$ cat src/hdl/hraf_defs.vh
// Constants for the HDLC receive address filter and FIFO block
// What this block does
// - Two programmable ids each, plus group values
// - Command/response bit excluded from address compare
// - Mode 010 one-byte, 011 two-byte recognition
// - Matching frames stored without address bytes
// - Mode 110 stores every frame whole
// - Mode 111 compares first byte, service point
// - Mode 101 compares second byte, terminal id
// - Mode 100 passes data fully transparent
// - 64-byte cyclic FIFO, threshold 32/16/8/4
// - Pool-full when block ready, message longer
// - Message-end when an accepted message completes
// - Frame-overflow and discard when FIFO occupied
// - Acknowledge releases block, ends frame count
// - Receiver reset empties FIFO; host after mode
// - 12-bit byte counter with overflow bit
// - Low counter bits give last block bytes
// - Threshold loads only on acknowledge or reset
// - Many frames held; status byte appended each
// - Events queued with status, presented in turn
// - Lost bytes set data-overflow in status byte
// - Reads wrap in block; ack discards unread
// - Read without event harmless, data undefined
// - Status byte reports crc, validity, matches
`ifndef HRAF_DEFS_VH
`define HRAF_DEFS_VH
`define HRAF_MODE_NA1 3'h2
`define HRAF_MODE_NA2 3'h3
`define HRAF_MODE_EXT 3'h4
`define HRAF_MODE_TR2 3'h5
`define HRAF_MODE_TR0 3'h6
`define HRAF_MODE_TR1 3'h7
`define HRAF_GROUP_SAP 6'h3F
`define HRAF_GROUP_TEI 7'h7F
`define HRAF_FIFO_DEPTH 7'h40
`define HRAF_THR_RESET 2'h0
`define HRAF_EVT_NONE 2'h0
`define HRAF_EVT_RPF 2'h1
`define HRAF_EVT_RME 2'h2
`define HRAF_EVT_RFO 2'h3
`define HRAF_ST_VFR 7
`define HRAF_ST_RDO 6
`define HRAF_ST_CRC 5
`define HRAF_ST_RAB 4
`define HRAF_ST_SA_HI 3
`define HRAF_ST_SA_LO 2
`define HRAF_ST_CR 1
`define HRAF_ST_TA 0
`define HRAF_SA_ONE 2'h0
`define HRAF_SA_TWO 2'h1
`define HRAF_SA_GROUP 2'h2
`define HRAF_SA_NONE 2'h3
`define HRAF_QPTR_W 5
`define HRAF_QENT_W 22
`endif

$ cat src/hdl/hraf_top.v
// Receive address filter, receive FIFO and event presentation
`timescale 1ns/1ps
`default_nettype none
`include "hraf_defs.vh"
module hraf_top (
   input wire REF_CLK,
   input wire RST,
   input wire [2:0] RECEIVE_MODE_SELECT,
   input wire [7:0] SERVICE_POINT_ID_ONE,
   input wire [7:0] SERVICE_POINT_ID_TWO,
   input wire [7:0] TERMINAL_ID_ONE,
   input wire [7:0] TERMINAL_ID_TWO,
   input wire [1:0] RECEIVE_THRESHOLD_SELECT,
   input wire BLOCK_ACKNOWLEDGE_CMD,
   input wire RECEIVER_RESET_CMD,
   input wire RX_FRAME_START,
   input wire RX_BYTE_VALID,
   input wire [7:0] RX_BYTE,
   input wire RX_FRAME_END,
   input wire RX_CRC_OK,
   input wire RX_ABORT,
   input wire FIFO_READ,
   output reg [7:0] FIFO_READ_DATA,
   output wire RECEIVE_POOL_FULL_EVENT,
   output wire MESSAGE_END_EVENT,
   output wire FRAME_OVERFLOW_EVENT,
   output wire [7:0] BYTE_COUNT_LOW,
   output wire [3:0] BYTE_COUNT_HIGH,
   output wire COUNT_OVERFLOW_BIT
);
   // Block size in bytes for a threshold code
   function [6:0] thr_bytes;
      input [1:0] sel;
      begin
         case (sel)
            2'h0: thr_bytes = 7'h2_0;
            2'h1: thr_bytes = 7'h1_0;
            2'h2: thr_bytes = 7'h0_8;
            default: thr_bytes = 7'h0_4;
         endcase
      end
   endfunction

   // Event entry packing
   function [`HRAF_QENT_W-1:0] pack_evt;
      input [1:0] kind;
      input [6:0] len;
      input [11:0] cnt;
      input ovf;
      begin
         pack_evt = {kind, len, cnt, ovf};
      end
   endfunction

   reg [7:0] mem_r [0:63];
   reg [6:0] wr_ptr_r;
   reg [6:0] rel_ptr_r;
   reg [6:0] rd_off_r;
   reg [1:0] thr_sel_r;
   reg in_frame_r;
   reg discard_r;
   reg [1:0] idx_r;
   reg acc_r;
   reg [1:0] sa_r;
   reg ta_r;
   reg cr_r;
   reg rdo_r;
   reg [6:0] blk_cnt_r;
   reg blk_pend_r;
   reg [11:0] cnt_r;
   reg ovf_r;

   reg take;
   reg acc_nxt;
   reg push;
   reg [`HRAF_QENT_W-1:0] push_data;
   reg wr_en;
   reg [7:0] wr_data;

   wire sap_hit;
   wire [1:0] sap_code;
   wire tei_hit;
   wire cr_bit;
   wire [`HRAF_QENT_W-1:0] head;
   wire head_valid;
   wire q_full;

   hraf_addr_match u_match (
      .addr_byte(RX_BYTE),
      .sap_one(SERVICE_POINT_ID_ONE),
      .sap_two(SERVICE_POINT_ID_TWO),
      .tei_one(TERMINAL_ID_ONE),
      .tei_two(TERMINAL_ID_TWO),
      .sap_hit(sap_hit),
      .sap_code(sap_code),
      .tei_hit(tei_hit),
      .cr_bit(cr_bit)
   );

   wire [1:0] head_kind = head[21:20];
   wire [6:0] head_len = head[19:13];
   // An overflow entry owns no FIFO space, so its acknowledge releases nothing
   wire ack_data = BLOCK_ACKNOWLEDGE_CMD && head_valid && (head_kind != `HRAF_EVT_RFO);
   wire ack_end = ack_data && (head_kind == `HRAF_EVT_RME);

   hraf_evt_queue u_queue (
      .clk(REF_CLK),
      .rst(RST),
      .clr(RECEIVER_RESET_CMD),
      .push(push),
      .push_data(push_data),
      .pop(BLOCK_ACKNOWLEDGE_CMD),
      .head_data(head),
      .head_valid(head_valid),
      .full(q_full)
   );

   // Head event presented with its status
   assign RECEIVE_POOL_FULL_EVENT = head_valid && (head_kind == `HRAF_EVT_RPF);
   assign MESSAGE_END_EVENT = head_valid && (head_kind == `HRAF_EVT_RME);
   assign FRAME_OVERFLOW_EVENT = head_valid && (head_kind == `HRAF_EVT_RFO);

   // Count shown as low byte and high nibble of the 12-bit byte count
   assign BYTE_COUNT_LOW = head_valid ? head[8:1] : 8'h0_0;
   assign BYTE_COUNT_HIGH = head_valid ? head[12:9] : 4'h0;
   assign COUNT_OVERFLOW_BIT = head_valid && head[0];

   // One byte is kept back so that an accepted frame can always be closed
   wire [6:0] used = wr_ptr_r - rel_ptr_r;
   wire room_data = (used < (`HRAF_FIFO_DEPTH - 7'h0_1));
   wire room_stat = (used < `HRAF_FIFO_DEPTH);
   wire [6:0] thr = thr_bytes(thr_sel_r);
   // Extended mode has no framing, so start and end pulses are ignored
   wire ext_mode = (RECEIVE_MODE_SELECT == `HRAF_MODE_EXT);
   wire byte_in = RX_BYTE_VALID && ((in_frame_r && !discard_r) || ext_mode);
   wire [11:0] cnt_inc = cnt_r + 12'h0_01;
   wire cnt_wrap = (cnt_r == 12'hF_FF);

   // Storage decision per received byte
   always @* begin
      take = 1'b0;
      acc_nxt = acc_r;

      case (RECEIVE_MODE_SELECT)
         `HRAF_MODE_TR0: take = 1'b1;
         `HRAF_MODE_EXT: take = 1'b1;
         `HRAF_MODE_TR1: begin
            if (idx_r == 2'h0)
               acc_nxt = sap_hit;
            else
               take = acc_r;
         end
         `HRAF_MODE_TR2: begin
            if (idx_r == 2'h1)
               acc_nxt = tei_hit;
            else if (idx_r == 2'h2)
               take = acc_r;
         end
         `HRAF_MODE_NA1: begin
            if (idx_r == 2'h0)
               acc_nxt = sap_hit;
            else
               take = acc_r;
         end
         `HRAF_MODE_NA2: begin
            if (idx_r == 2'h0)
               acc_nxt = sap_hit;
            else if (idx_r == 2'h1)
               acc_nxt = acc_r && tei_hit;
            else
               take = acc_r;
         end
         default: take = 1'b0;
      endcase
   end

   // Event and FIFO write generation
   always @* begin
      push = 1'b0;
      push_data = pack_evt(`HRAF_EVT_NONE, 7'h0_0, 12'h0_00, 1'b0);
      wr_en = 1'b0;
      wr_data = RX_BYTE;

      if (RX_FRAME_START && !ext_mode && !in_frame_r) begin
         // No room for a new frame
         if (!room_stat) begin
            push = 1'b1;
            push_data = pack_evt(`HRAF_EVT_RFO, 7'h0_0, 12'h0_00, 1'b0);
         end
      end else if (RX_FRAME_END && in_frame_r && !discard_r && !ext_mode) begin
         if (acc_r && room_stat) begin
            wr_en = 1'b1;
            wr_data = {!RX_ABORT && RX_CRC_OK, rdo_r, RX_CRC_OK, RX_ABORT, sa_r, cr_r, ta_r};
            push = 1'b1;
            push_data = pack_evt(`HRAF_EVT_RME, blk_cnt_r + 7'h0_1, cnt_inc, ovf_r || cnt_wrap);
         end
      end else if (byte_in && take && room_data) begin
         wr_en = 1'b1;
         // Block reported once message outgrows it
         if (blk_pend_r) begin
            push = 1'b1;
            push_data = pack_evt(`HRAF_EVT_RPF, thr, cnt_r, ovf_r);
         end
      end
   end

   // Receive side state
   always @(posedge REF_CLK or posedge RST) begin
      if (RST) begin
         wr_ptr_r <= 7'h0_0;
         in_frame_r <= 1'b0;
         discard_r <= 1'b0;
         idx_r <= 2'h0;
         acc_r <= 1'b0;
         sa_r <= `HRAF_SA_NONE;
         ta_r <= 1'b0;
         cr_r <= 1'b0;
         rdo_r <= 1'b0;
         blk_cnt_r <= 7'h0_0;
         blk_pend_r <= 1'b0;
         cnt_r <= 12'h0_00;
         ovf_r <= 1'b0;
      end else if (RECEIVER_RESET_CMD) begin
         wr_ptr_r <= 7'h0_0;
         in_frame_r <= 1'b0;
         discard_r <= 1'b0;
         idx_r <= 2'h0;
         acc_r <= 1'b0;
         rdo_r <= 1'b0;
         blk_cnt_r <= 7'h0_0;
         blk_pend_r <= 1'b0;
         cnt_r <= 12'h0_00;
         ovf_r <= 1'b0;
      end else begin
         if (wr_en)
            wr_ptr_r <= wr_ptr_r + 7'h0_1;

         if (RX_FRAME_START && !ext_mode && !in_frame_r) begin
            in_frame_r <= 1'b1;
            discard_r <= !room_stat;
            idx_r <= 2'h0;
            acc_r <= (RECEIVE_MODE_SELECT == `HRAF_MODE_TR0);
            sa_r <= `HRAF_SA_NONE;
            ta_r <= 1'b0;
            cr_r <= 1'b0;
            rdo_r <= 1'b0;
            blk_cnt_r <= 7'h0_0;
            blk_pend_r <= 1'b0;
            cnt_r <= 12'h0_00;
            ovf_r <= 1'b0;
         end else if (RX_FRAME_END && in_frame_r) begin
            in_frame_r <= 1'b0;
            discard_r <= 1'b0;
            blk_pend_r <= 1'b0;
            if (wr_en) begin
               cnt_r <= cnt_inc;
               ovf_r <= ovf_r || cnt_wrap;
            end
         end else if (byte_in) begin
            acc_r <= acc_nxt;
            if (idx_r != 2'h2)
               idx_r <= idx_r + 2'h1;
            if (idx_r == 2'h0) begin
               sa_r <= sap_code;
               cr_r <= cr_bit;
            end
            if (idx_r == 2'h1)
               ta_r <= tei_hit;
            if (take && room_data) begin
               cnt_r <= cnt_inc;
               ovf_r <= ovf_r || cnt_wrap;
               // Pool-full waits for one byte past a full block
               // Block boundary at threshold
               if (blk_pend_r)
                  blk_cnt_r <= 7'h0_1;
               else
                  blk_cnt_r <= blk_cnt_r + 7'h0_1;
               blk_pend_r <= blk_pend_r ? (7'h0_1 == thr) : (blk_cnt_r + 7'h0_1 == thr);
            end else if (take) begin
               rdo_r <= 1'b1;
            end
         end

         // A frame already in progress keeps its own count
         // Acknowledged message end clears the counter
         if (ack_end && !in_frame_r && !RX_FRAME_START) begin
            cnt_r <= 12'h0_00;
            ovf_r <= 1'b0;
         end
      end
   end

   always @(posedge REF_CLK) begin
      if (wr_en && !RECEIVER_RESET_CMD)
         mem_r[wr_ptr_r[5:0]] <= wr_data;
   end

   // Host side release, read and threshold
   always @(posedge REF_CLK or posedge RST) begin
      if (RST) begin
         rel_ptr_r <= 7'h0_0;
         rd_off_r <= 7'h0_0;
         thr_sel_r <= `HRAF_THR_RESET;
         FIFO_READ_DATA <= 8'h0_0;
      end else begin
         if (BLOCK_ACKNOWLEDGE_CMD || RECEIVER_RESET_CMD)
            thr_sel_r <= RECEIVE_THRESHOLD_SELECT;

         if (RECEIVER_RESET_CMD) begin
            rel_ptr_r <= 7'h0_0;
            rd_off_r <= 7'h0_0;
         end else if (BLOCK_ACKNOWLEDGE_CMD) begin
            if (ack_data)
               rel_ptr_r <= rel_ptr_r + head_len;
            rd_off_r <= 7'h0_0;
         end else if (FIFO_READ) begin
            FIFO_READ_DATA <= mem_r[rel_ptr_r[5:0] + rd_off_r[5:0]];
            if (head_valid && (rd_off_r + 7'h0_1 < head_len))
               rd_off_r <= rd_off_r + 7'h0_1;
            else
               rd_off_r <= 7'h0_0;
         end
      end
   end
endmodule // hraf_top
`default_nettype wire

$ cat src/hdl/hraf_addr_match.v
// Address byte comparison against programmed and group identifiers
`timescale 1ns/1ps
`default_nettype none
`include "hraf_defs.vh"
module hraf_addr_match (
   input wire [7:0] addr_byte,
   input wire [7:0] sap_one,
   input wire [7:0] sap_two,
   input wire [7:0] tei_one,
   input wire [7:0] tei_two,
   output wire sap_hit,
   output reg [1:0] sap_code,
   output wire tei_hit,
   output wire cr_bit
);
   wire [5:0] sap_field = addr_byte[7:2];
   wire [6:0] tei_field = addr_byte[7:1];
   assign cr_bit = addr_byte[1];
   always @* begin
      if (sap_field == sap_one[7:2])
         sap_code = `HRAF_SA_ONE;
      else if (sap_field == sap_two[7:2])
         sap_code = `HRAF_SA_TWO;
      else if (sap_field == `HRAF_GROUP_SAP)
         sap_code = `HRAF_SA_GROUP;
      else
         sap_code = `HRAF_SA_NONE;
   end
   assign sap_hit = (sap_code != `HRAF_SA_NONE);
   assign tei_hit = (tei_field == tei_one[7:1]) || (tei_field == tei_two[7:1]) ||
                    (tei_field == `HRAF_GROUP_TEI);
endmodule // hraf_addr_match
`default_nettype wire

$ cat src/hdl/hraf_evt_queue.v
// Wait line of pending receive events with their status
`timescale 1ns/1ps
`default_nettype none
`include "hraf_defs.vh"
module hraf_evt_queue (
   input wire clk,
   input wire rst,
   input wire clr,
   input wire push,
   input wire [`HRAF_QENT_W-1:0] push_data,
   input wire pop,
   output wire [`HRAF_QENT_W-1:0] head_data,
   output wire head_valid,
   output wire full
);
   reg [`HRAF_QENT_W-1:0] ent_r [0:15];
   reg [`HRAF_QPTR_W-1:0] wp_r;
   reg [`HRAF_QPTR_W-1:0] rp_r;
   wire [`HRAF_QPTR_W-1:0] lvl = wp_r - rp_r;
   assign head_valid = (lvl != 5'h0_0);
   assign full = (lvl == 5'h1_0);
   assign head_data = ent_r[rp_r[3:0]];
   always @(posedge clk or posedge rst) begin
      if (rst) begin
         wp_r <= 5'h0_0;
         rp_r <= 5'h0_0;
      end else if (clr) begin
         wp_r <= 5'h0_0;
         rp_r <= 5'h0_0;
      end else begin
         if (push && !full)
            wp_r <= wp_r + 5'h0_1;
         if (pop && head_valid)
            rp_r <= rp_r + 5'h0_1;
      end
   end
   always @(posedge clk) begin
      if (push && !full && !clr)
         ent_r[wp_r[3:0]] <= push_data;
   end
endmodule // hraf_evt_queue
`default_nettype wire

$ cat config.mk
export PLATFORM = sky130hd
export DESIGN_NAME = hraf_top
export DESIGN_NICKNAME = d
export VERILOG_FILES = /design/src/hdl/hraf_top.v /design/src/hdl/hraf_addr_match.v /design/src/hdl/hraf_evt_queue.v
export VERILOG_INCLUDE_DIRS = /design/src /design/src/hdl
export SDC_FILE = /design/constraint.sdc
export NUM_CORES = 1
export LEC_CHECK = 0
export ABC_AREA = 1
export BUFFER_PORTS_ARGS = -buffer_cell sky130_fd_sc_hd__buf_4
export CAP_MARGIN = 20
export CORE_MARGIN = 3
export CORE_UTILIZATION = 65
export CTS_BUF_LIST = sky130_fd_sc_hd__clkbuf_4
export CTS_CLUSTER_DIAMETER = 30
export CTS_CLUSTER_SIZE = 14
export DETAILED_ROUTE_END_ITERATION = 16
export PLACE_DENSITY_LB_ADDON = 0.12
export SYNTH_ARGS = -nofsm -noshare
export SYNTH_HDL_FRONTEND = slang
export SYNTH_SLANG_ARGS = --single-unit
$ cat constraint.sdc
create_clock -name REF_CLK -period 9.7 [get_ports REF_CLK]
set_clock_uncertainty 0.2 [all_clocks]
set_input_delay 1.455 -clock REF_CLK [delete_from_list [all_inputs] [get_ports REF_CLK]]
set_output_delay 1.455 -clock REF_CLK [all_outputs]
set_load 0.02 [all_outputs]
# Word-level counts from Yosys, hierarchy flattened
# Memories as Yosys holds them, arrays and structs flattened. A register that Yosys moved wholly into a read port is not among the register bits.
# Index checks and enable logic that the tools add are counted.
# W data, S select, Z words.
[word_totals]
mem_bits_rw = 864
reg_bits = 64
inputBits = 55
out_inout_bits = 24
word_cells = 251
n_memories = 2
[op_classes]
muxes = 109
addsub = 11
reduce_logical = 73
eq_ne = 33
magnitude_cmp = 3
n_bitwise = 2
[memory_table]
columns = ["name", "depth", "width", "rd", "rd_clocked_by_memory_dff", "wr", "line", "source"]
rows = [
  ["mem_r", 64, 8, 1, 1, 1, "hraf_top.v:55", "reg [7:0] mem_r [0:63];"],
  ["u_queue.ent_r", 16, 22, 1, 0, 1, "hraf_evt_queue.v:16", "reg [`HRAF_QENT_W-1:0] ent_r [0:15];"],
]
[ops]
columns = ["op", "count"]
rows = [
  ["$mux W7", 15],
  ["$mux W22", 4],
  ["$mux W12", 7],
  ["$mux W1", 58],
  ["$mux W21", 2],
  ["$mux W8", 4],
  ["$logic_and A1 B1 Y1", 26],
  ["$mux W2", 11],
  ["$add A7 B1 Y7 const B", 3],
  ["$eq A7 B7 Y1", 3],
  ["$mux W5", 4],
  ["$reduce_bool A5 Y1", 4],
  ["$pmux W6 S3", 1],
  ["$reduce_bool A3 Y1", 6],
  ["$reduce_bool A2 Y1", 8],
  ["$add A12 B1 Y12 const B", 1],
  ["$eq A12 B12 Y1 const B", 1],
  ["$eq A3 B3 Y1 const B", 4],
  ["$eq A6 B6 Y1", 2],
  ["$reduce_and A3 Y1", 4],
  ["$reduce_and A4 Y1", 3],
  ["$add A5 B1 Y5 const B", 2],
  ["$eq A2 B2 Y1 const B", 4],
  ["$logic_not A1 Y1", 8],
  ["other kinds (30)", 46],
]

# Depth between registers and ports, before layout
# Gate-level depths: netlist of run 1.
[depth]
depth_word = 14
ltp_mapped = 20
ltp_nobuf = 18

# Cells and area by module
# A second synthesis of run 1 with hierarchy kept.
[unflattened]
hier_cells = 3591
hier_area_um2 = 40759.1
[modules_own_cells]
columns = ["mod", "seq_area_each_um2", "area_per_inst_um2", "instances", "cells_per_inst"]
rows = [
  ["hraf_top", 16928.7, 25534.5, 1, 2350],
  ["hraf_evt_queue", 10820.4, 14702.9, 1, 1124],
  ["hraf_addr_match", 0.0, 521.8, 1, 117],
]

# Worst setup path before layout of run 1
# No wires, ideal clock.
[synth_timing]
path_type = "input-to-reg"
from = "in RECEIVE_MODE_SELECT[2]"
to = "mem mem_r[0][2], data pin"
arrival_ps = 4756
stages = 9
path_slack_ps = 4041
path_cell_list = "inv_2 > nor2_4 > nand2_2 > nand2_1 > inv_2 > nand3_4 > buf_6 > clkinv_1 > o21ai_0"
[synth_between]
elab_chain_len = 5
[synth_lines]
columns = ["element", "line", "source"]
rows = [
  ["start: declaration", "hraf_top.v:8", "input wire [2:0] RECEIVE_MODE_SELECT,"],
  ["$eq A3 B3 Y1 *", "-", ""],
  ["$logic_not A1 Y1 *", "hraf_top.v:184, hraf_top.v:190", ""],
  ["$logic_and A1 B1 Y1, on equally long branches", "hraf_top.v:190, hraf_top.v:184", ""],
  ["$mux W8 or $logic_and A1 B1 Y1 (tied branches)", "hraf_top.v:190, hraf_top.v:184", ""],
  ["$mux W8 *", "hraf_top.v:184", "if (RX_FRAME_START && !ext_mode && !in_frame_r) begin"],
  ["net wr_data[2]", "hraf_top.v:78", "reg [7:0] wr_data;"],
  ["end: declaration", "hraf_top.v:55", ""],
]
# The timed path passes the listed nets; every way through them passes the cells marked *.

# Worst setup path in the final report of run 1
[layout_timing]
from = "reg u_queue.rp_r[1]"
to = "out BYTE_COUNT_LOW[5]"
[layout_between]
elab_chain_len = 3
[layout_lines]
columns = ["element", "line", "source"]
rows = [
  ["start: declaration", "hraf_evt_queue.v:18", "reg [`HRAF_QPTR_W-1:0] rp_r;"],
  ["start signal: assignment", "hraf_evt_queue.v:34", "rp_r <= rp_r + 5'h0_1;"],
  ["$sub A5 B5 Y5", "hraf_evt_queue.v:19", "wire [`HRAF_QPTR_W-1:0] lvl = wp_r - rp_r;"],
  ["$reduce_bool A5 Y1", "hraf_evt_queue.v:20", "assign head_valid = (lvl != 5'h0_0);"],
  ["$mux W8 *", "hraf_top.v:124", "assign BYTE_COUNT_LOW = head_valid ? head[8:1] : 8'h0_0;"],
  ["end: declaration", "hraf_top.v:27", "output wire [7:0] BYTE_COUNT_LOW,"],
]
# Every way passes the cells marked *; elsewhere a longest branch is shown, timed or not.

==> key figures, run 1 <==
CTS
  • CTS resizes: 0
  • CTS tree: yes
  • # Post-CTS Setup Buffers: 0
  • Clk buf depth: 3
  • CTS Buf Count: 152
  • Cts hold-fix bufs: 0
  • Depth of the CTS H-tree: 4
  • Clk_lat worst skew: 1.03 ns
  • Root buffer cell: clkbuf_4
  • Clock slew at reported path FFs: 0.09 ns
  • CTS sink cnt: 936

Setup path
  • Worst Path Arrival: about 5.2 ns
  • R2R Path End: u_queue.ent_r[3][20]
  • Setup crit start: u_queue.rp_r[1]
  • CP Class: flop to primary output
  • CP Max Fanout: 56
  • Worst setup path endpoint: BYTE_COUNT_LOW[5]
  • FF-to-FF Start: u_queue.rp_r[1]
  • Worst setup EP type: primary output
  • Crit-path slowest cell: clkinv_2
  • Slowest cell delay on critical path: 0.97 ns
  • Cells along the critical path: clkinv_2, ha_1, nand2_1, nand2_1, nand2_1, a21oi_1, nand2_1, nor2_4, a211oi_1, buf_4
  • Worst EP required: roughly 8.1 ns
  • Worst-case reg-to-reg path depth: 13
  • R2R Setup Slk: roughly 4.5 ns
  • Startpoint Class: flop
  • Crit-path most repeated cell: nand2_1

Detailed routing
  • Drt total wl: 98.32 mm
  • Vias per std cell: 6.081
  • Initial DRC count: 2787
  • Final ANT Viol Nets: 0
  • DRC Markers: 0
  • 1st-pass router iterations: 7
  • Via count: 27870
  • WL per Instance: 21.45 um

Placed design
  • Post-DP HPWL: 57.34 mm
  • Routability cong.: 0.8932
  • Setup slack at placement: 3.937 ns
  • Placed cell count: around 4300
  • PortBufs: around 70

STA
  • Fmax: 145.0 MHz
  • Setup Viol. Count Final: 0
  • Final min period: about 6.9 ns
  • Slew Limit Fails: 0
  • Final Hold Vio Count: 0
  • Period Utilization, post-route: 71.08%
  • Slew of the pin with the lowest slew margin: 1.135 ns
  • Sum Neg Setup Slack: 0 ns
  • Slew HR: between 20% and 30%
  • Worst setup margin: 2.805 ns
  • RSZ-0062 raised after global routing: false

Yosys
  • Ranking of synthesized cells by area: edfxtp_1, nand2_1, nor2_1, dfrtp_1, o21ai_0
  • Syn Inst Count: 3532
  • Syn avg cell area: 11.45 um2
  • Seq/Total Area, Yosys: 68.63%
  • Mapped cell area: just over 40000 um2
  • Share of the synthesized area in the top cell type: 64.17%
  • Area leader, netlist: edfxtp_1
  • Yosys cell types: 52
  • Ys flop type: edfxtp_1
  • Syn Nets: 3629
  • Share of flip-flops with an asynchronous set or reset: 7.692%
  • Ys Warns: 0
  • Flops & latches, synth: 936
  • EDFF count, synth: around 860

Power and ir drop
  • Sequential power share: 44.4%
  • Internal power: 6.699 mW
  • Maximum VDD drop: between 0.2 and 0.25 mV
  • P_leak: ~16 nW
  • Logic pwr share: roughly 28%
  • Cell Pwr Density: 234.0 nW/um2
  • Switching Fraction: about a third
  • Clock Power Share: 27.8%
  • Sw Pwr: 3.622 mW

Global route
  • Gr ovfl total: 0
  • Vias in the first global route: ~27000
  • Initial antenna violation count: 2
  • Tot GR Track Use: 29.99%
  • First-pass GRT wire length: 151.2 mm
  • Largest net degree at the start of global routing: 190

Floorplanning
  • I/O pins: 79
  • Die width: 255.4 um
  • Row count: 90
  • Initial Util: roughly two thirds
  • Die area: 65230 um2
  • Die Height: 255.4 um
  • CORE AREA: 60920 um2

Layout
  • Layout cells sized above 1: 13.09%
  • Non-Filler Instances: 4583
  • Area growth syn-to-layout: 9.080%
  • NumNets Final: 3721

Run status
  • Status: completed

Min path
  • Tightest Hold Check Type: flop to flop

Flow run
  • Max-capacitance violation count: 0
[synth_stat cells (7+ instances only)]
master and n:
edfxtp_1 864, nand2_1 554, nor2_1 554, o21ai_0 298, nand3_1 228, o21ai_1 140, inv_1 115, a21oi_1 113
o22ai_1 94, buf_2 84, clkbuf_1 80, dfrtp_1 70, xor2_1 42, ha_1 39, a22oi_1 30, a32o_1 22
nor3_1 20, buf_1 15, xnor2_1 15, a211oi_1 14, inv_2 12, nand2_2 12, nand4_1 11, buf_4 10
buf_6 9, o221ai_1 7
[worst max-delay path: cells and delay by family (launching register included)]
kind | cells | cell delay, ns
buffers and inverters | 2 | 1.20
flip-flops | 1 | 0.95
AND/OR/NAND/NOR | 5 | 0.95
adder cells (fa/ha/maj) | 1 | 0.69
AO/OA/AOI/OAI | 2 | 0.43
[state kept, by name (all words and copies together), names as in the netlist, 2 cells and up]
signal / count
thr_sel_r: 2
u_queue.ent_r: 352
mem_r: 512
rd_off_r: 7
blk_cnt_r: 7
sa_r: 2
u_queue.wp_r: 5
cnt_r: 12
FIFO_READ_DATA: 8
wr_ptr_r: 7
u_queue.rp_r: 5
idx_r: 2
rel_ptr_r: 7
[placed cells by master, fill, tap and decap left out, drive strengths merged, types with 2 or more instances in the layout]
cell / Yosys / layout
nor2: 567 / 567
fa: 3 / 3
clkinv: 2 / 58
nor3: 21 / 21
bufinv: 0 / 16
o22ai: 94 / 94
nor4: 2 / 2
o31ai: 6 / 6
ha: 39 / 39
a211oi: 14 / 14
a22oi: 30 / 30
xnor2: 15 / 15
dfrtp: 70 / 70
xor2: 43 / 43
nand3b: 4 / 4
clkinvlp: 0 / 20
a22o: 2 / 2
edfxtp: 864 / 864
nand4: 13 / 13
a32o: 22 / 22
a21oi: 113 / 113
o21bai: 6 / 6
o221ai: 7 / 7
nand2: 570 / 570
inv: 129 / 147
clkbuf: 80 / 171
dfstp: 2 / 2
o21ai: 440 / 440
o211ai: 6 / 6
or2: 6 / 6
nand3: 238 / 238
a31oi: 4 / 4
diode: 0 / 5
buf: 118 / 135
[metrics by stage]
| step | total power, mW | instance area, um2 | hold WS [ns] | util, % |
|---|---|---|---|---|
| final | 10.32 | 44100 | 0.3127 | 72.39 |
| after detailed placement | 7.491 | 41680 | 0.2919 | 68.41 |
| after global placement | 7.392 | 41680 | 0.2849 | 68.41 |
| after floorplan | 6.661 | 40430 | 0.2685 | - |
| after CTS | 10.32 | 44020 | 0.3059 | 72.25 |
| after global routing | 10.84 | 44100 | 0.3233 | 72.39 |
[power by group through the flow]
stage | sequential [mW] | combinational, mW | clock (mW)
finish | 4.59 | 2.87 | 2.87
global route | 4.59 | 3.15 | 3.09
CTS | 4.58 | 2.83 | 2.90
detailed placement | 4.67 | 2.82 | 0
global placement | 4.67 | 2.72 | 0
floorplan | 4.64 | 2.02 | 0
[worst min-delay path by stage]
stage / start / to / slack (ns) / cells after the start
after floorplan: rd_off_r[6] / rd_off_r[6] / 0.27 / 2
after global placement: blk_cnt_r[6] / blk_cnt_r[6] / 0.28 / 2
after detailed placement: rd_off_r[6] / rd_off_r[6] / 0.29 / 2
after CTS: sa_r[1] / sa_r[1] / 0.31 / 2
after global routing: sa_r[1] / sa_r[1] / 0.32 / 2
final: rd_off_r[6] / rd_off_r[6] / 0.31 / 2
[metal layers]
metal	track usage [%]	part of all wire, %	vias up
li1	-	-	12890
met1	38.86	38	13380
met2	51.00	50	1385
met3	4.595	8.2	225
met4	12.77	3.5	0
met5	0	0	-
[kinds of logic after synthesis]
family,count (synthesis),synth area share (%)
AND/OR/NAND/NOR,1422,14.85
flip-flops,936,68.63
AO/OA/AOI/OAI,745,10.30
buffers and inverters,329,3.587
XOR/XNOR,58,1.275
adder cells (fa/ha/maj),42,1.355
[cell type report]
type | count | area [um2]
sequential | 936 | 27750
multi-input combinational | 2267 | 11410
inverter | 131 | 504.2
antenna | 5 | 12.51
timing repair buffer | 136 | 1047
clock buffer | 170 | 1276
fill | 4141 | 16820
tap | 828 | 1036
clock inverter | 110 | 1061
Power figures use the tool's default switching activity.
==> run 2, diff against run 1 <==
--- a/config.mk
+++ b/config.mk
@@ -6,11 +6,11 @@
 export SDC_FILE = /design/constraint.sdc
 export NUM_CORES = 1
 export LEC_CHECK = 0
-export ABC_AREA = 1
+export ABC_AREA = 0
 export BUFFER_PORTS_ARGS = -buffer_cell sky130_fd_sc_hd__buf_4
 export CAP_MARGIN = 20
 export CORE_MARGIN = 3
-export CORE_UTILIZATION = 65
+export CORE_UTILIZATION = 59
 export CTS_BUF_LIST = sky130_fd_sc_hd__clkbuf_4
 export CTS_CLUSTER_DIAMETER = 30
 export CTS_CLUSTER_SIZE = 14
==> constraint.sdc (replaced) <==
create_clock -name REF_CLK -period 6.2 [get_ports REF_CLK]
set_clock_uncertainty 0.2 [all_clocks]
set_input_delay 0.93 -clock REF_CLK [delete_from_list [all_inputs] [get_ports REF_CLK]]
set_output_delay 0.93 -clock REF_CLK [all_outputs]
set_load 0.02 [all_outputs]
==> run 2 against run 1 <==
  * Hold slack got worse by 0.19 ns
  * First-iteration DRC count fell by 35%
  * Critical path depth rose by 1
  * Global-route usage fell by 4.5 points
  * Sequential share of layout area rose by 1.4 points
  * Clock power rose by 56%
  * Cell count fell by 30%
  * Area after synthesis fell by 4.1%
  * Critical path type is now flop to flop
  * Critical endpoint is now mem_r[21][5]
  * Highest routed layer unchanged
==> key figures, run 2 <==
Layout
  • Storage element area: 27760 um2 (was 27750 um2)
  • NumNets Final: 2326 (was 3721)
  • Non-Filler Instances: 3222 (was 4583)
  • Fill cell count: 4387 (was 4141)
  • Number of flip-flops in the largest register: 512 (unchanged)
  • Commonest non-fill, non-tap cells in the layout: edfxtp_1, mux4_2, clkbuf_4 (was edfxtp_1, nand2_1, nor2_1)
  • Layout cells sized above 1: 31.99% (was 13.09%)
  • Area growth syn-to-layout: 11.34% (was 9.080%)
  • Leading cell type in the layout, fill and taps excluded: edfxtp_1 (unchanged)
  • Multi-input logic area: 10580 um2 (was 11410 um2)

Floorplanning
  • Die Height: 262.4 um (was 255.4 um)
  • Die area: 68830 um2 (was 65230 um2)
  • Initial Util: 59.93% (was 66.37%)
  • I/O pins: 79 (unchanged)
  • Die width: 262.4 um (was 255.4 um)
  • CORE AREA: 64700 um2 (was 60920 um2)
  • Row count: 93 (was 90)

Global route
  • First-pass GRT wire length: 129.8 mm (was 151.2 mm)
  • Tot GR Track Use: 25.45% (was 29.99%)
  • Initial antenna violation count: 1 (was 2)
  • Largest net degree at the start of global routing: 73 (was 190)
  • Gr ovfl total: 0 (unchanged)
  • Vias in the first global route: 21010 (was 27180)

Setup path
  • CP Class: flop to flop (was flop to primary output)
  • FF-to-FF Start: wr_ptr_r[0] (was u_queue.rp_r[1])
  • Worst setup EP type: flop (was primary output)
  • Worst Path Arrival: 5.53 ns (was 5.24 ns)
  • Worst EP required: 6.57 ns (was 8.05 ns)
  • Startpoint Class: flop (unchanged)
  • Setup crit start: wr_ptr_r[0] (was u_queue.rp_r[1])
  • CP Max Fanout: 17 (was 56)

Yosys
  • Count leader, synth: edfxtp_1 (unchanged)
  • Share of flip-flops with an asynchronous set or reset: 7.692% (unchanged)
  • Mapped cell area: 38770 um2 (was 40430 um2)
  • Share of the synthesized area in the top cell type: 66.91% (was 64.17%)
  • Syn Inst Count: 2008 (was 3532)
  • Ranking of synthesized cells by area: edfxtp_1, mux4_2, dfrtp_1, ha_1, nor2_1 (was edfxtp_1, nand2_1, nor2_1, dfrtp_1, o21ai_0)
  • Seq/Total Area, Yosys: 71.57% (was 68.63%)
  • Syn avg cell area: 19.31 um2 (was 11.45 um2)
  • Ys flop type: edfxtp_1 (unchanged)
  • Synth cell count leaders: edfxtp_1, mux4_2, nor2_1 (was edfxtp_1, nand2_1, nor2_1)
  • Flops & latches, synth: 936 (unchanged)
  • Syn Nets: 2105 (was 3629)
  • Yosys cell types: 64 (was 52)
  • Area leader, netlist: edfxtp_1 (unchanged)
  • EDFF count, synth: 864 (unchanged)
  • Ys Warns: 0 (unchanged)

Detailed routing
  • DRC Markers: 0 (unchanged)
  • 1st-pass router iterations: 5 (was 7)
  • Final ANT Viol Nets: 0 (unchanged)
  • Vias per std cell: 6.251 (was 6.081)
  • Via count: 20140 (was 27870)
  • Drt total wl: 85.50 mm (was 98.32 mm)
  • Initial DRC count: 1815 (was 2787)
  • WL per Instance: 26.54 um (was 21.45 um)

Placed design
  • Placed cell count: 2913 (was 4290)
  • Post-DP HPWL: 50.69 mm (was 57.34 mm)
  • PortBufs: 72 (unchanged)
  • Routability cong.: 0.8151 (was 0.8932)

Power and ir drop
  • Logic pwr share: 30.2% (was 27.8%)
  • P_leak: 14.16 nW (was 16.31 nW)
  • Sequential power share: 43.0% (was 44.4%)
  • Maximum VDD drop: 0.3101 mV (was 0.2085 mV)
  • Clock Power Share: 26.8% (was 27.8%)
  • Internal power: 11.59 mW (was 6.699 mW)
  • Sw Pwr: 5.151 mW (was 3.622 mW)
  • Switching Fraction: 30.78% (was 35.09%)
  • Cell Pwr Density: 387.7 nW/um2 (was 234.0 nW/um2)

STA
  • Final min period: between 5 and 6 ns
  • Slew HR: 24.50% (was 24.32%)
  • Slew of the pin with the lowest slew margin: 1.132 ns (was 1.135 ns)
  • RSZ-0062 raised after global routing: false (unchanged)
  • Sum Neg Setup Slack: 0 ns (unchanged)
  • Setup Viol. Count Final: 0 (unchanged)
  • Period Utilization, post-route: 83.31%
  • Slew Limit Fails: 0 (unchanged)
  • Fmax: 193.6 MHz
  • Final Hold Vio Count: 0 (unchanged)

Min path
  • Tightest Hold Check Type: input port to flop (was flop to flop)
  • HP Start: RX_ABORT (was rd_off_r[6])

CTS
  • CTS Buf Count: 160 (was 152)
  • Clk buf depth: 3 (unchanged)
  • CTS sink cnt: 936 (unchanged)
  • CTS tree: yes (unchanged)
  • Root buffer cell: clkbuf_4 (unchanged)
  • Clock slew at reported path FFs: 0.10 ns (was 0.09 ns)
  • Depth of the CTS H-tree: 4 (unchanged)
  • CTS resizes: 0 (unchanged)
  • Clk_lat worst skew: 1.00 ns (was 1.03 ns)

Run status
  • Status: completed (unchanged)

Flow run
  • Max-capacitance violation count: 0 (unchanged)
## run 2: cell types whose count changed in the layout (fill, tap and decap cells not counted), sizes merged, moves of 19 or more
cell | before | now
nor2 | 567 | 108
nor4 | 2 | 26
mux4 | 0 | 268
inv | 147 | 43
and2 | 0 | 32
nand2b | 0 | 19
a32o | 22 | 0
a22oi | 30 | 11
a21oi | 113 | 34
nand2 | 570 | 70
o21ai | 440 | 45
nand3 | 238 | 25
o22ai | 94 | 2
## run 2: layout make-up
type / instances / area share, %
Clock inverter: 112 / 2.281
Clock buffer: 187 / 3.252
Multi-Input combinational cell: 936 / 24.50
Inverter: 36 / 0.3159
Antenna cell: 1 / 0.005796
Timing Repair Buffer: 159 / 2.875
Tap cell: 855 / 2.478
Sequential cell: 936 / 64.29
## run 2: metrics by stage
stage | power, mW | worst slack [ns] | instance area [um2] | utilization, % | hold slack (ns)
after floorplan | 10.88 | 0.1489 | 38770 | - | 0.2465
after global placement | 12.38 | 1.127 | 40680 | 62.87 | 0.2804
after detailed placement | 12.47 | 1.081 | 40680 | 62.87 | 0.3040
after CTS | 16.93 | 0.8410 | 43130 | 66.66 | 0.007992
after global routing | 17.52 | 0.6817 | 43170 | 66.73 | 0.04154
final | 16.74 | 1.035 | 43170 | 66.73 | 0.1185
## run 2: timing repair
| item | in CTS | in global routing |
|---|---|---|
| hold endpoints to repair | 6 | 0 |
| setup buffers | 0 | 0 |
| hold buffers | 6 | 0 |
## run 2: critical path, cell delays in order (launching register included)
cell and delay [ns]:
dfrtp_1 0.48, inv_1 0.13, ha_1 0.17, inv_1 0.06, fa_1 0.41, a211oi_1 0.26
o21ai_1 0.15, xnor2_2 0.44, and3_1 0.78, nor2_2 0.27, or4b_1 0.70, nor2_1 0.68
## run 2: routing by layer
layer	vias to the layer above	GRT usage (%)	wire, um
met5	-	0	0
met4	0	8.436	2140
met3	141	5.046	5339
met2	708	42.79	44700
met1	10560	33.94	33320
li1	8737	-	-
## run 2: cell families (layout without fill, tap and decap cells)
group	after synthesis	after routing	share of synthesized area (%)
muxes	299	299	16.41
adders and majority gates	42	42	1.413
buffers and inverters	136	494	1.459
AOI/OAI and AO/OA	178	178	3.069
DFF	936	936	71.57
xor gates and xnor gates	62	62	1.420
other	0	1	0
and+or+nand+nor	355	355	4.666
## run 2: worst paths after layout
path | end | slack (ns) | cells after the start
setup / recovery | mem_r[21][5] | 1.03 | 11
hold / removal | mem_r[62][4] | 0.12 | 3
setup reg to reg | mem_r[21][5] | 1.03 | 11
hold reg to reg | ovf_r | 0.32 | 2
max in group asynchronous | wr_ptr_r[1] | 4.88 | 5
min in group asynchronous | ta_r | 0.34 | 4
## run 2: power groups by stage
| stage | Sequential, mW | Combinational, mW | Clock, mW |
|---|---|---|---|
| after floorplan | 7.26 | 3.63 | 0 |
| final | 7.19 | 5.06 | 4.48 |
| after global routing | 7.22 | 5.41 | 4.89 |
| after detailed placement | 7.34 | 5.12 | 0 |
| after global placement | 7.33 | 5.05 | 0 |
| after CTS | 7.20 | 5.14 | 4.59 |
